[src/common/pbc_pkg.sv]
// package: constants, types and decode functions of the bus pin controller
package pbc_pkg;
  localparam int ADDR_W = 20;
  localparam int IO_ADDR_W = 16;
  localparam int REFRESH_CYCLE_N_W = 8;
  localparam int DATA_W = 8;
  localparam int XREQ_N = 2;
  localparam int SYNC_W = 8;
  localparam int SY_WAIT = 0;
  localparam int SY_HOLD = 1;
  localparam int SY_NMI = 2;
  localparam int SY_IRQ = 3;
  localparam int SY_XREQ = 6;
  localparam int TIMER_PULSE_OUT_BIT = 18;
  localparam logic [ADDR_W-1:0] NMI_VECTOR = 20'h00066;
  localparam logic [ADDR_W-1:0] ADDR_RST = 20'h00000;
  localparam logic [DATA_W-1:0] DATA_RST = 8'h00;

  typedef enum logic [2:0] {
    S_IDLE = 3'h0, S_T1 = 3'h1, S_T2 = 3'h3, S_T3 = 3'h2,
    S_TW = 3'h7, S_GRANT = 3'h4, S_STOP = 3'h6
  } pbc_state_type;

  typedef enum logic [3:0] {
    CYC_FETCH1 = 4'h0, CYC_FETCHN = 4'h1, CYC_MEM_RD = 4'h2, CYC_MEM_WR = 4'h3,
    CYC_IO_RD = 4'h4, CYC_IO_WR = 4'h5, CYC_REFRESH = 4'h6, CYC_ACK0 = 4'h7,
    CYC_ACK12 = 4'h8
  } pbc_cyc_type;

  typedef enum logic [1:0] {
    TAKE_NONE = 2'h0, TAKE_NMI = 2'h1, TAKE_IRQ0 = 2'h2, TAKE_IRQ12 = 2'h3
  } pbc_take_type;

  function automatic logic pbc_is_mem(pbc_cyc_type k);
    return k inside {CYC_FETCH1, CYC_FETCHN, CYC_MEM_RD, CYC_MEM_WR, CYC_REFRESH};
  endfunction : pbc_is_mem

  function automatic logic pbc_is_io(pbc_cyc_type k);
    return k inside {CYC_IO_RD, CYC_IO_WR, CYC_ACK0};
  endfunction : pbc_is_io

  function automatic logic pbc_is_read(pbc_cyc_type k);
    return k inside {CYC_FETCH1, CYC_FETCHN, CYC_MEM_RD, CYC_IO_RD};
  endfunction : pbc_is_read

  function automatic logic pbc_is_write(pbc_cyc_type k);
    return k inside {CYC_MEM_WR, CYC_IO_WR};
  endfunction : pbc_is_write

  function automatic logic pbc_is_first(pbc_cyc_type k);
    return k inside {CYC_FETCH1, CYC_FETCHN, CYC_ACK0};
  endfunction : pbc_is_first

  function automatic logic [ADDR_W-1:0] pbc_addr_out(pbc_cyc_type k, logic [ADDR_W-1:0] a);
    if (pbc_is_io(k)) begin
      return {{(ADDR_W-IO_ADDR_W){1'b0}}, a[IO_ADDR_W-1:0]};
    end
    if (k == CYC_REFRESH) begin
      return {{(ADDR_W-REFRESH_CYCLE_N_W){1'b0}}, a[REFRESH_CYCLE_N_W-1:0]};
    end
    return a;
  endfunction : pbc_addr_out
endpackage : pbc_pkg

[src/common/pbc_sync_if.sv]
// interface: synchronised pin levels and the NMI edge
`timescale 1ns/1ps
interface pbc_sync_if;
  import pbc_pkg::*;
  logic [SYNC_W-1:0] lvl_n;
  logic nmi_fall;
  modport src(output lvl_n, output nmi_fall);
  modport dst(input lvl_n, input nmi_fall);
endinterface : pbc_sync_if

[src/rtl/pbc_pin_sync.sv]
// module: two-stage synchronisers for the input pins and NMI edge detect
`timescale 1ns/1ps
module pbc_pin_sync import pbc_pkg::*; (
  input wire logic i_ref_clk,
  input wire logic i_rst_b,
  input wire logic i_clk_en,
  input wire logic [SYNC_W-1:0] i_pins_n,
  pbc_sync_if.src o_sync
);
  typedef struct packed {
    logic [SYNC_W-1:0] s1;
    logic [SYNC_W-1:0] s2;
    logic nmi_old;
    logic nmi_fall;
  } pbc_sync_st_type;

  localparam pbc_sync_st_type SYNC_RST = '{s1: '1, s2: '1, nmi_old: 1'b1, nmi_fall: 1'b0};

  pbc_sync_st_type st_reg;
  pbc_sync_st_type st_next;

  always_comb begin
    st_next = st_reg;
    st_next.s1 = i_pins_n;
    st_next.s2 = st_reg.s1;
    st_next.nmi_old = st_reg.s2[SY_NMI];
    st_next.nmi_fall = st_reg.nmi_old & ~st_reg.s2[SY_NMI];
  end

  always_ff @(posedge i_ref_clk) begin
    if (!i_rst_b) begin
      st_reg <= SYNC_RST;
    end else if (i_clk_en) begin
      st_reg <= st_next;
    end
  end

  assign o_sync.lvl_n = st_reg.s2;
  assign o_sync.nmi_fall = st_reg.nmi_fall;
endmodule : pbc_pin_sync

[src/rtl/pbc_xfer_sense.sv]
// module: level or edge sensing of the transfer request inputs
`timescale 1ns/1ps
module pbc_xfer_sense import pbc_pkg::*; (
  input wire logic i_ref_clk,
  input wire logic i_rst_b,
  input wire logic i_clk_en,
  pbc_sync_if.dst i_sync,
  input wire logic [XREQ_N-1:0] i_edge_mode,
  input wire logic [XREQ_N-1:0] i_xfer_ack,
  output logic [XREQ_N-1:0] o_xfer_ready
);
  typedef struct packed {
    logic [XREQ_N-1:0] old_n;
    logic [XREQ_N-1:0] pend;
  } pbc_xfer_st_type;

  localparam pbc_xfer_st_type XFER_RST = '{old_n: '1, pend: '0};

  pbc_xfer_st_type st_reg;
  pbc_xfer_st_type st_next;
  logic [XREQ_N-1:0] req_n;

  assign req_n = i_sync.lvl_n[SY_XREQ +: XREQ_N];

  always_comb begin
    st_next = st_reg;
    st_next.old_n = req_n;
    // a new falling edge beats an acknowledge in the same cycle
    st_next.pend = (st_reg.old_n & ~req_n) | (st_reg.pend & ~i_xfer_ack);
  end

  always_ff @(posedge i_ref_clk) begin
    if (!i_rst_b) begin
      st_reg <= XFER_RST;
    end else if (i_clk_en) begin
      st_reg <= st_next;
    end
  end

  assign o_xfer_ready = (i_edge_mode & st_reg.pend) | (~i_edge_mode & ~req_n);
endmodule : pbc_xfer_sense

[src/rtl/pbc_bus_ctrl.sv]
// module: external bus state machine, strobes, status pins and interrupt arbitration
`timescale 1ns/1ps
module pbc_bus_ctrl import pbc_pkg::*; (
  input wire logic i_ref_clk,
  input wire logic i_rst_b,
  input wire logic i_clk_en,
  input wire logic i_cyc_req,
  input wire pbc_cyc_type i_cyc_kind,
  input wire logic i_cyc_dma,
  input wire logic [ADDR_W-1:0] i_cyc_addr,
  input wire logic [DATA_W-1:0] i_cyc_wdata,
  output logic o_cyc_ready,
  output logic o_cyc_done,
  output logic [DATA_W-1:0] o_cyc_rdata,
  input wire logic i_instr_end,
  input wire logic i_int_en,
  input wire logic i_halt_req,
  input wire logic i_sleep_req,
  output pbc_take_type o_take,
  output logic [ADDR_W-1:0] o_take_vec,
  input wire logic [XREQ_N-1:0] i_xfer_edge_mode,
  input wire logic [XREQ_N-1:0] i_xfer_ack,
  output logic [XREQ_N-1:0] o_xfer_ready,
  input wire logic i_timer_pulse_out_sel,
  input wire logic i_timer_pulse,
  input wire logic i_wait_n,
  input wire logic i_bus_hold_request_n,
  input wire logic i_nmi_n,
  input wire logic i_irq0_n,
  input wire logic i_irq1_n,
  input wire logic i_irq2_n,
  input wire logic i_xfer_request0_n,
  input wire logic i_xfer_request1_n,
  input wire logic [DATA_W-1:0] i_data,
  output logic [DATA_W-1:0] o_data,
  output logic o_data_oe,
  output logic [ADDR_W-1:0] o_addr,
  output logic [ADDR_W-1:0] o_addr_oe,
  output logic o_mem_cycle_n,
  output logic o_io_cycle_n,
  output logic o_rd_n,
  output logic o_wr_n,
  output logic o_strobe_oe,
  output logic o_refresh_cycle_n,
  output logic o_first_fetch_n,
  output logic o_cpu_phase_flag,
  output logic o_stop_n,
  output logic o_bus_grant_n,
  output logic o_sys_clk_out,
  output logic o_cycle_clk
);
  // ****************************************
  // state
  // ****************************************
  typedef struct packed {
    pbc_state_type state;
    pbc_cyc_type kind;
    logic dma;
    logic [ADDR_W-1:0] addr;
    logic [DATA_W-1:0] wdata;
    logic [DATA_W-1:0] din1;
    logic [DATA_W-1:0] din2;
    logic [DATA_W-1:0] rdata;
    logic done;
    pbc_take_type take;
    logic [ADDR_W-1:0] vec;
    logic nmi_pend;
    logic sleep;
    logic timer_pulse_out_role;
    logic sys_clk;
    logic cyc_clk;
    logic [ADDR_W-1:0] pin_addr;
    logic addr_oe;
    logic data_oe;
    logic strobe_oe;
    logic mem_n;
    logic io_n;
    logic rd_n;
    logic wr_n;
    logic refresh_cycle_n_n;
    logic ff_n;
    logic phase;
    logic stop_n;
    logic grant_n;
  } pbc_bus_st_type;

  // strobes driven high, buses floating, timer role off
  localparam pbc_bus_st_type BUS_RST = '{
    state: S_IDLE,
    kind: CYC_MEM_RD,
    dma: 1'b0,
    addr: ADDR_RST,
    wdata: DATA_RST,
    din1: DATA_RST,
    din2: DATA_RST,
    rdata: DATA_RST,
    done: 1'b0,
    take: TAKE_NONE,
    vec: ADDR_RST,
    nmi_pend: 1'b0,
    sleep: 1'b0,
    timer_pulse_out_role: 1'b0,
    sys_clk: 1'b0,
    cyc_clk: 1'b0,
    pin_addr: ADDR_RST,
    addr_oe: 1'b0,
    data_oe: 1'b0,
    strobe_oe: 1'b1,
    mem_n: 1'b1,
    io_n: 1'b1,
    rd_n: 1'b1,
    wr_n: 1'b1,
    refresh_cycle_n_n: 1'b1,
    ff_n: 1'b1,
    phase: 1'b1,
    stop_n: 1'b1,
    grant_n: 1'b1
  };

  pbc_bus_st_type st_reg;
  pbc_bus_st_type st_next;

  // ****************************************
  // input pins
  // ****************************************
  pbc_sync_if sy();

  logic hold_req;
  logic wait_req;
  logic [2:0] irq_req;
  logic wake;
  logic act;
  logic late;
  logic stop;

  pbc_pin_sync u_sync (
    .i_ref_clk(i_ref_clk),
    .i_rst_b(i_rst_b),
    .i_clk_en(i_clk_en),
    .i_pins_n({i_xfer_request1_n, i_xfer_request0_n, i_irq2_n, i_irq1_n, i_irq0_n,
               i_nmi_n, i_bus_hold_request_n, i_wait_n}),
    .o_sync(sy)
  );

  pbc_xfer_sense u_xfer (
    .i_ref_clk(i_ref_clk),
    .i_rst_b(i_rst_b),
    .i_clk_en(i_clk_en),
    .i_sync(sy),
    .i_edge_mode(i_xfer_edge_mode),
    .i_xfer_ack(i_xfer_ack),
    .o_xfer_ready(o_xfer_ready)
  );

  assign hold_req = ~sy.lvl_n[SY_HOLD];
  assign wait_req = ~sy.lvl_n[SY_WAIT];
  assign irq_req = ~sy.lvl_n[SY_IRQ +: 3];
  assign wake = st_reg.nmi_pend | sy.nmi_fall | (|irq_req);

  // ****************************************
  // next state
  // ****************************************
  always_comb begin
    st_next = st_reg;
    st_next.din1 = i_data;
    st_next.din2 = st_reg.din1;
    st_next.done = 1'b0;
    st_next.take = TAKE_NONE;
    st_next.sys_clk = ~st_reg.sys_clk;
    st_next.timer_pulse_out_role = i_timer_pulse_out_sel;
    st_next.nmi_pend = sy.nmi_fall | st_reg.nmi_pend;

    // instruction boundary: hold, then NMI, then irq0, then irq1/irq2
    if (i_instr_end && !hold_req && st_reg.state != S_GRANT) begin
      if (st_reg.nmi_pend) begin
        st_next.take = TAKE_NMI;
        st_next.vec = NMI_VECTOR;
        st_next.nmi_pend = sy.nmi_fall;
      end else if (i_int_en && irq_req[0]) begin
        st_next.take = TAKE_IRQ0;
        st_next.vec = ADDR_RST;
      end else if (i_int_en && (|irq_req[2:1])) begin
        st_next.take = TAKE_IRQ12;
        st_next.vec = ADDR_RST;
      end
    end

    unique case (st_reg.state)
      S_IDLE: begin
        if (hold_req) begin
          st_next.state = S_GRANT;
        end else if (i_halt_req || i_sleep_req) begin
          st_next.state = S_STOP;
          st_next.sleep = i_sleep_req;
        end else if (i_cyc_req) begin
          st_next.state = S_T1;
          st_next.kind = i_cyc_kind;
          st_next.dma = i_cyc_dma;
          st_next.addr = i_cyc_addr;
          st_next.wdata = i_cyc_wdata;
        end
      end
      S_T1: begin
        st_next.state = S_T2;
      end
      S_T2, S_TW: begin
        st_next.state = wait_req ? S_TW : S_T3;
      end
      S_T3: begin
        st_next.state = S_IDLE;
        st_next.done = 1'b1;
        if (pbc_is_read(st_reg.kind)) begin
          st_next.rdata = st_reg.din2;
        end
      end
      S_GRANT: begin
        if (!hold_req) begin
          st_next.state = S_IDLE;
        end
      end
      S_STOP: begin
        if (hold_req) begin
          st_next.state = S_GRANT;
        end else if (wake) begin
          st_next.state = S_IDLE;
        end
      end
      default: begin
        st_next.state = S_IDLE;
      end
    endcase

    // pin levels follow the state being entered
    act = st_next.state inside {S_T1, S_T2, S_TW, S_T3};
    late = st_next.state inside {S_T2, S_TW, S_T3};
    stop = st_next.state == S_STOP;
    st_next.grant_n = st_next.state != S_GRANT;
    st_next.addr_oe = st_next.grant_n;
    st_next.strobe_oe = st_next.grant_n;
    st_next.pin_addr = pbc_addr_out(st_next.kind, st_next.addr);
    st_next.mem_n = ~(act & pbc_is_mem(st_next.kind));
    st_next.io_n = ~(act & pbc_is_io(st_next.kind));
    st_next.rd_n = ~(act & pbc_is_read(st_next.kind));
    st_next.wr_n = ~(late & pbc_is_write(st_next.kind));
    st_next.data_oe = act & pbc_is_write(st_next.kind);
    st_next.refresh_cycle_n_n = ~(act & (st_next.kind == CYC_REFRESH));
    st_next.ff_n = ~((act & pbc_is_first(st_next.kind)) | (stop & ~st_next.sleep));
    st_next.phase = ~((act & ((st_next.kind == CYC_FETCH1) | st_next.dma)) | stop);
    st_next.stop_n = ~stop;
    st_next.cyc_clk = late;
  end

  always_ff @(posedge i_ref_clk) begin
    if (!i_rst_b) begin
      st_reg <= BUS_RST;
    end else if (i_clk_en) begin
      st_reg <= st_next;
    end
  end

  // ****************************************
  // outputs
  // ****************************************
  always_comb begin
    o_addr = st_reg.pin_addr;
    o_addr_oe = {ADDR_W{st_reg.addr_oe}};
    if (st_reg.timer_pulse_out_role) begin
      o_addr[TIMER_PULSE_OUT_BIT] = i_timer_pulse;
      o_addr_oe[TIMER_PULSE_OUT_BIT] = 1'b1;
    end
  end

  assign o_cyc_ready = (st_reg.state == S_IDLE) & ~hold_req & ~i_halt_req & ~i_sleep_req;
  assign o_cyc_done = st_reg.done;
  assign o_cyc_rdata = st_reg.rdata;
  assign o_take = st_reg.take;
  assign o_take_vec = st_reg.vec;
  assign o_data = st_reg.wdata;
  assign o_data_oe = st_reg.data_oe;
  assign o_mem_cycle_n = st_reg.mem_n;
  assign o_io_cycle_n = st_reg.io_n;
  assign o_rd_n = st_reg.rd_n;
  assign o_wr_n = st_reg.wr_n;
  assign o_strobe_oe = st_reg.strobe_oe;
  assign o_refresh_cycle_n = st_reg.refresh_cycle_n_n;
  assign o_first_fetch_n = st_reg.ff_n;
  assign o_cpu_phase_flag = st_reg.phase;
  assign o_stop_n = st_reg.stop_n;
  assign o_bus_grant_n = st_reg.grant_n;
  assign o_sys_clk_out = st_reg.sys_clk;
  assign o_cycle_clk = st_reg.cyc_clk;
endmodule : pbc_bus_ctrl

[config.mk]
export PLATFORM = sky130hd
export DESIGN_NAME = pbc_bus_ctrl
export DESIGN_NICKNAME = d
export VERILOG_FILES = /design/src/common/pbc_pkg.sv /design/src/common/pbc_sync_if.sv /design/src/rtl/pbc_pin_sync.sv /design/src/rtl/pbc_xfer_sense.sv /design/src/rtl/pbc_bus_ctrl.sv
export SDC_FILE = /design/constraint.sdc
export NUM_CORES = 1
export LEC_CHECK = 0
export BUFFER_PORTS_ARGS = -buffer_cell sky130_fd_sc_hd__buf_2
export CAP_MARGIN = 20
export CORE_UTILIZATION = 30
export CTS_CLUSTER_SIZE = 14
export DETAILED_ROUTE_END_ITERATION = 12
export PLACE_DENSITY_LB_ADDON = 0.12
export SKIP_LAST_GASP = 1
export SLEW_MARGIN = 20
export SYNTH_ARGS = -nofsm -noshare
export SYNTH_HDL_FRONTEND = slang
export SYNTH_SLANG_ARGS = --single-unit
[constraint.sdc]
create_clock -name i_ref_clk -period 2.2 [get_ports i_ref_clk]
set_clock_uncertainty 0.05 [all_clocks]
set_input_delay 0.11 -clock i_ref_clk [delete_from_list [all_inputs] [get_ports i_ref_clk]]
set_output_delay 0.11 -clock i_ref_clk [all_outputs]
set_load 0.1 [all_outputs]
==> impl_metrics.toml <==
[status]
status = "completed"

[drt]
routedWlPerCell_microns = 13.7
wl_microns = 13400
route.detailed.drc = 0
drtIter0Drc = 233
antenna_left = 0
avgViaCountPerCell = 4.47
dr.pass1.iters = 4
via_count = 4365

[yosys]
netlist_area_sq_mm = 0.00528
synth_edf_count = 0
ys_seq_area_frac = 0.432
synthCells = 608
synth_ff_type = "dfxtp_1"
async_flop_share = 0
ys_ff_latch = 114
synth_top_cell_area_share = 0.432
synth_cell_types = 61
syn_area_per_cell_sq_um = 8.69
ys_top_cells_by_count = "dfxtp_1, nand2_1, buf_4"
synth_top_cell_by_area = "dfxtp_1"
netlist_top_cells_area = "dfxtp_1, buf_4, mux2i_1, nand2_1, a21oi_1"
yosys_warnings = 0
yosysMostFrequentCell = "dfxtp_1"

[timing]
drv_slew = 0
rsz0062_at_grt = "yes"
post-route-period-util = 0.927
finalSetupTns_ps = 0
setup_viol = 0
finalHoldViolations = 0
period_needed_ps = 2040
slew-limit-headroom = 0.440
tightest_slew_ps = 841
max_freq_mhz = 491

[floorplanning]
core_area_sq_mm = 0.0172
dieArea_sq_mm = 0.0181
fp.dieH_microns = 135
fp.dieW_microns = 135
start_util = 0.306
num_rows = 48
num_io_pins = 158

[layout]
finish.net_count = 801
n_antenna_cell = 0
synthToLayoutAreaGrowth_pct = 30.7
fin_util = 0.401
post_route_cells_drive_above_1_share = 0.286
largest_reg_flops = 40

[cts]
clock_latency_ps = 410
cts_sinks = 114
cts_setup_buffers = 0
clk_pin_slew_ps = 50
htreeDepth = 4
numCtsBuffers = 17
clk_path_buf_depth = 2
cts_tree = "yes"
cts_root_buf = "clkbuf_16"

[power]
power_density_mw_per_mm2 = 907
ir_worst_vdd_mv = 0.658
leakage_nw = 2.98

[critical_path]
worst-setup-path-type = "reg -> reg"
required_ps = 2440
path_max_fanout = 7
end_kind = "flop"
worst_setup_path_start_kind = "flop"
arrival_ps = 2280

[global_route]
grt_max_degree = 79
antenna_found_initial = 0
grt.overflow.total = 0
grt_pass1_vias = 4327
grt_pass1_wl_microns = 21700
grt_use_total = 0.154

[run]
maxCapViolCount = 0

[place]
post-dp-hpwl_microns = 9000
numPortBuffers = 141
place_congestion = 0.819

[worst_hold_path]
hold_class = "in -> reg"
## logic make-up (layout without fill, tap and decap cells)
kind of cell             count (synthesis)  after routing  share of synthesized area
multiplexers                            59             59                      0.117
XOR/XNOR                                 3              3                    0.00497
AO/OA/AOI/OAI                           93             93                      0.113
buffers and inverters                  125            253                      0.150
flip-flops                             114            114                      0.432
other                                    1             16                   0.000710
AND/OR/NAND/NOR                        211            211                      0.179
adder cells (fa/ha/maj)                  2              2                    0.00379
## through the flow
| step | cell area [sq um] | hold WS (ps) | total power (W) | instances | setup slack [ps] |
|---|---|---|---|---|---|
| 3_5_place_dp | 5720 | 278 | 0.00336 | 890 | 219 |
| 3_3_place_gp | 5720 | 276 | 0.00335 | 890 | 230 |
| 5_1_grt | 6910 | 40.7 | 0.00654 | 976 | -8.40 |
| 2_1_floorplan | 5340 | 188 | 0.00322 | 623 | 234 |
| 6_report | 6910 | 25.0 | 0.00626 | 976 | 161 |
| 4_1_cts | 6880 | 5.65 | 0.00635 | 976 | 124 |
## timing repair
item / 4_1_cts / 5_1_grt
gates resized for setup: 0 / 7
setup endpoints to repair: 0 / 18
hold buffers: 54 / 0
hold endpoints to repair: 55 / 0
## path summary, 6_finish.rpt
kind / end / from / depth (start not counted) / slack (ps)
setup / recovery: o_rd_n$_SDFFE_PN1P_ / st_reg[118]$_SDFFE_PN0P_ / 5 / 160
hold / removal: st_reg[114]$_SDFFE_PN1P_ / i_cyc_kind[1] / 3 / 30
setup reg to reg: o_rd_n$_SDFFE_PN1P_ / st_reg[118]$_SDFFE_PN0P_ / 5 / 160
hold reg to reg: o_data[4]$_SDFFE_PN0P_ / o_data[4]$_SDFFE_PN0P_ / 2 / 400
## cell usage in the layout (no fill, tap or decap), types with 5 or more instances in the layout
cell	Yosys	final
nand3_1	11	11
o31ai_1	6	5
dlygate4sd3_1	0	54
nor3_1	7	6
a21oi_1	49	49
clkbuf_16	0	17
inv_1	6	6
mux2i_1	49	49
mux2_2	8	8
dfxtp_1	114	114
nor2_1	49	47
conb_1	1	16
and2_1	6	6
buf_4	79	17
buf_2	7	139
nand2_1	110	110
clkinv_4	0	5
## critical path, stage by stage (launching register included)
cell	delay [ps]
dfxtp_1	510
inv_1	180
or3_1	470
o31ai_2	150
a31oi_1	170
o32a_1	390
## final cells by class
| type | instances | area, sq um |
|---|---|---|
| fill | 1767 | 10300 |
| multi-input combinational | 384 | 2290 |
| sequential | 114 | 2280 |
| timing repair buffer | 212 | 1400 |
| clock buffer | 19 | 433 |
| tap | 225 | 282 |
| clock inverter | 13 | 186 |
| inverter | 9 | 33.8 |
## per-layer routing
layer  global-route usage  part of all wire  wire (microns)  up-vias
li1                     -                 -               -     2233
met5                    0                 0               0        -
met4               0.0568            0.0078             105        0
met1                0.188              0.47            6300     2013
met3               0.0477             0.055             734        7
met2                0.254              0.47            6270      112
## power breakdown
part	internal (W)	switching [W]	total [W]
combinational	0.000305	0.000896	0.00120
clock	0.00189	0.000972	0.00287
sequential	0.00214	0.0000589	0.00220
total	0.00434	0.00193	0.00626
No activity file was read; power rests on OpenSTA's default activity.
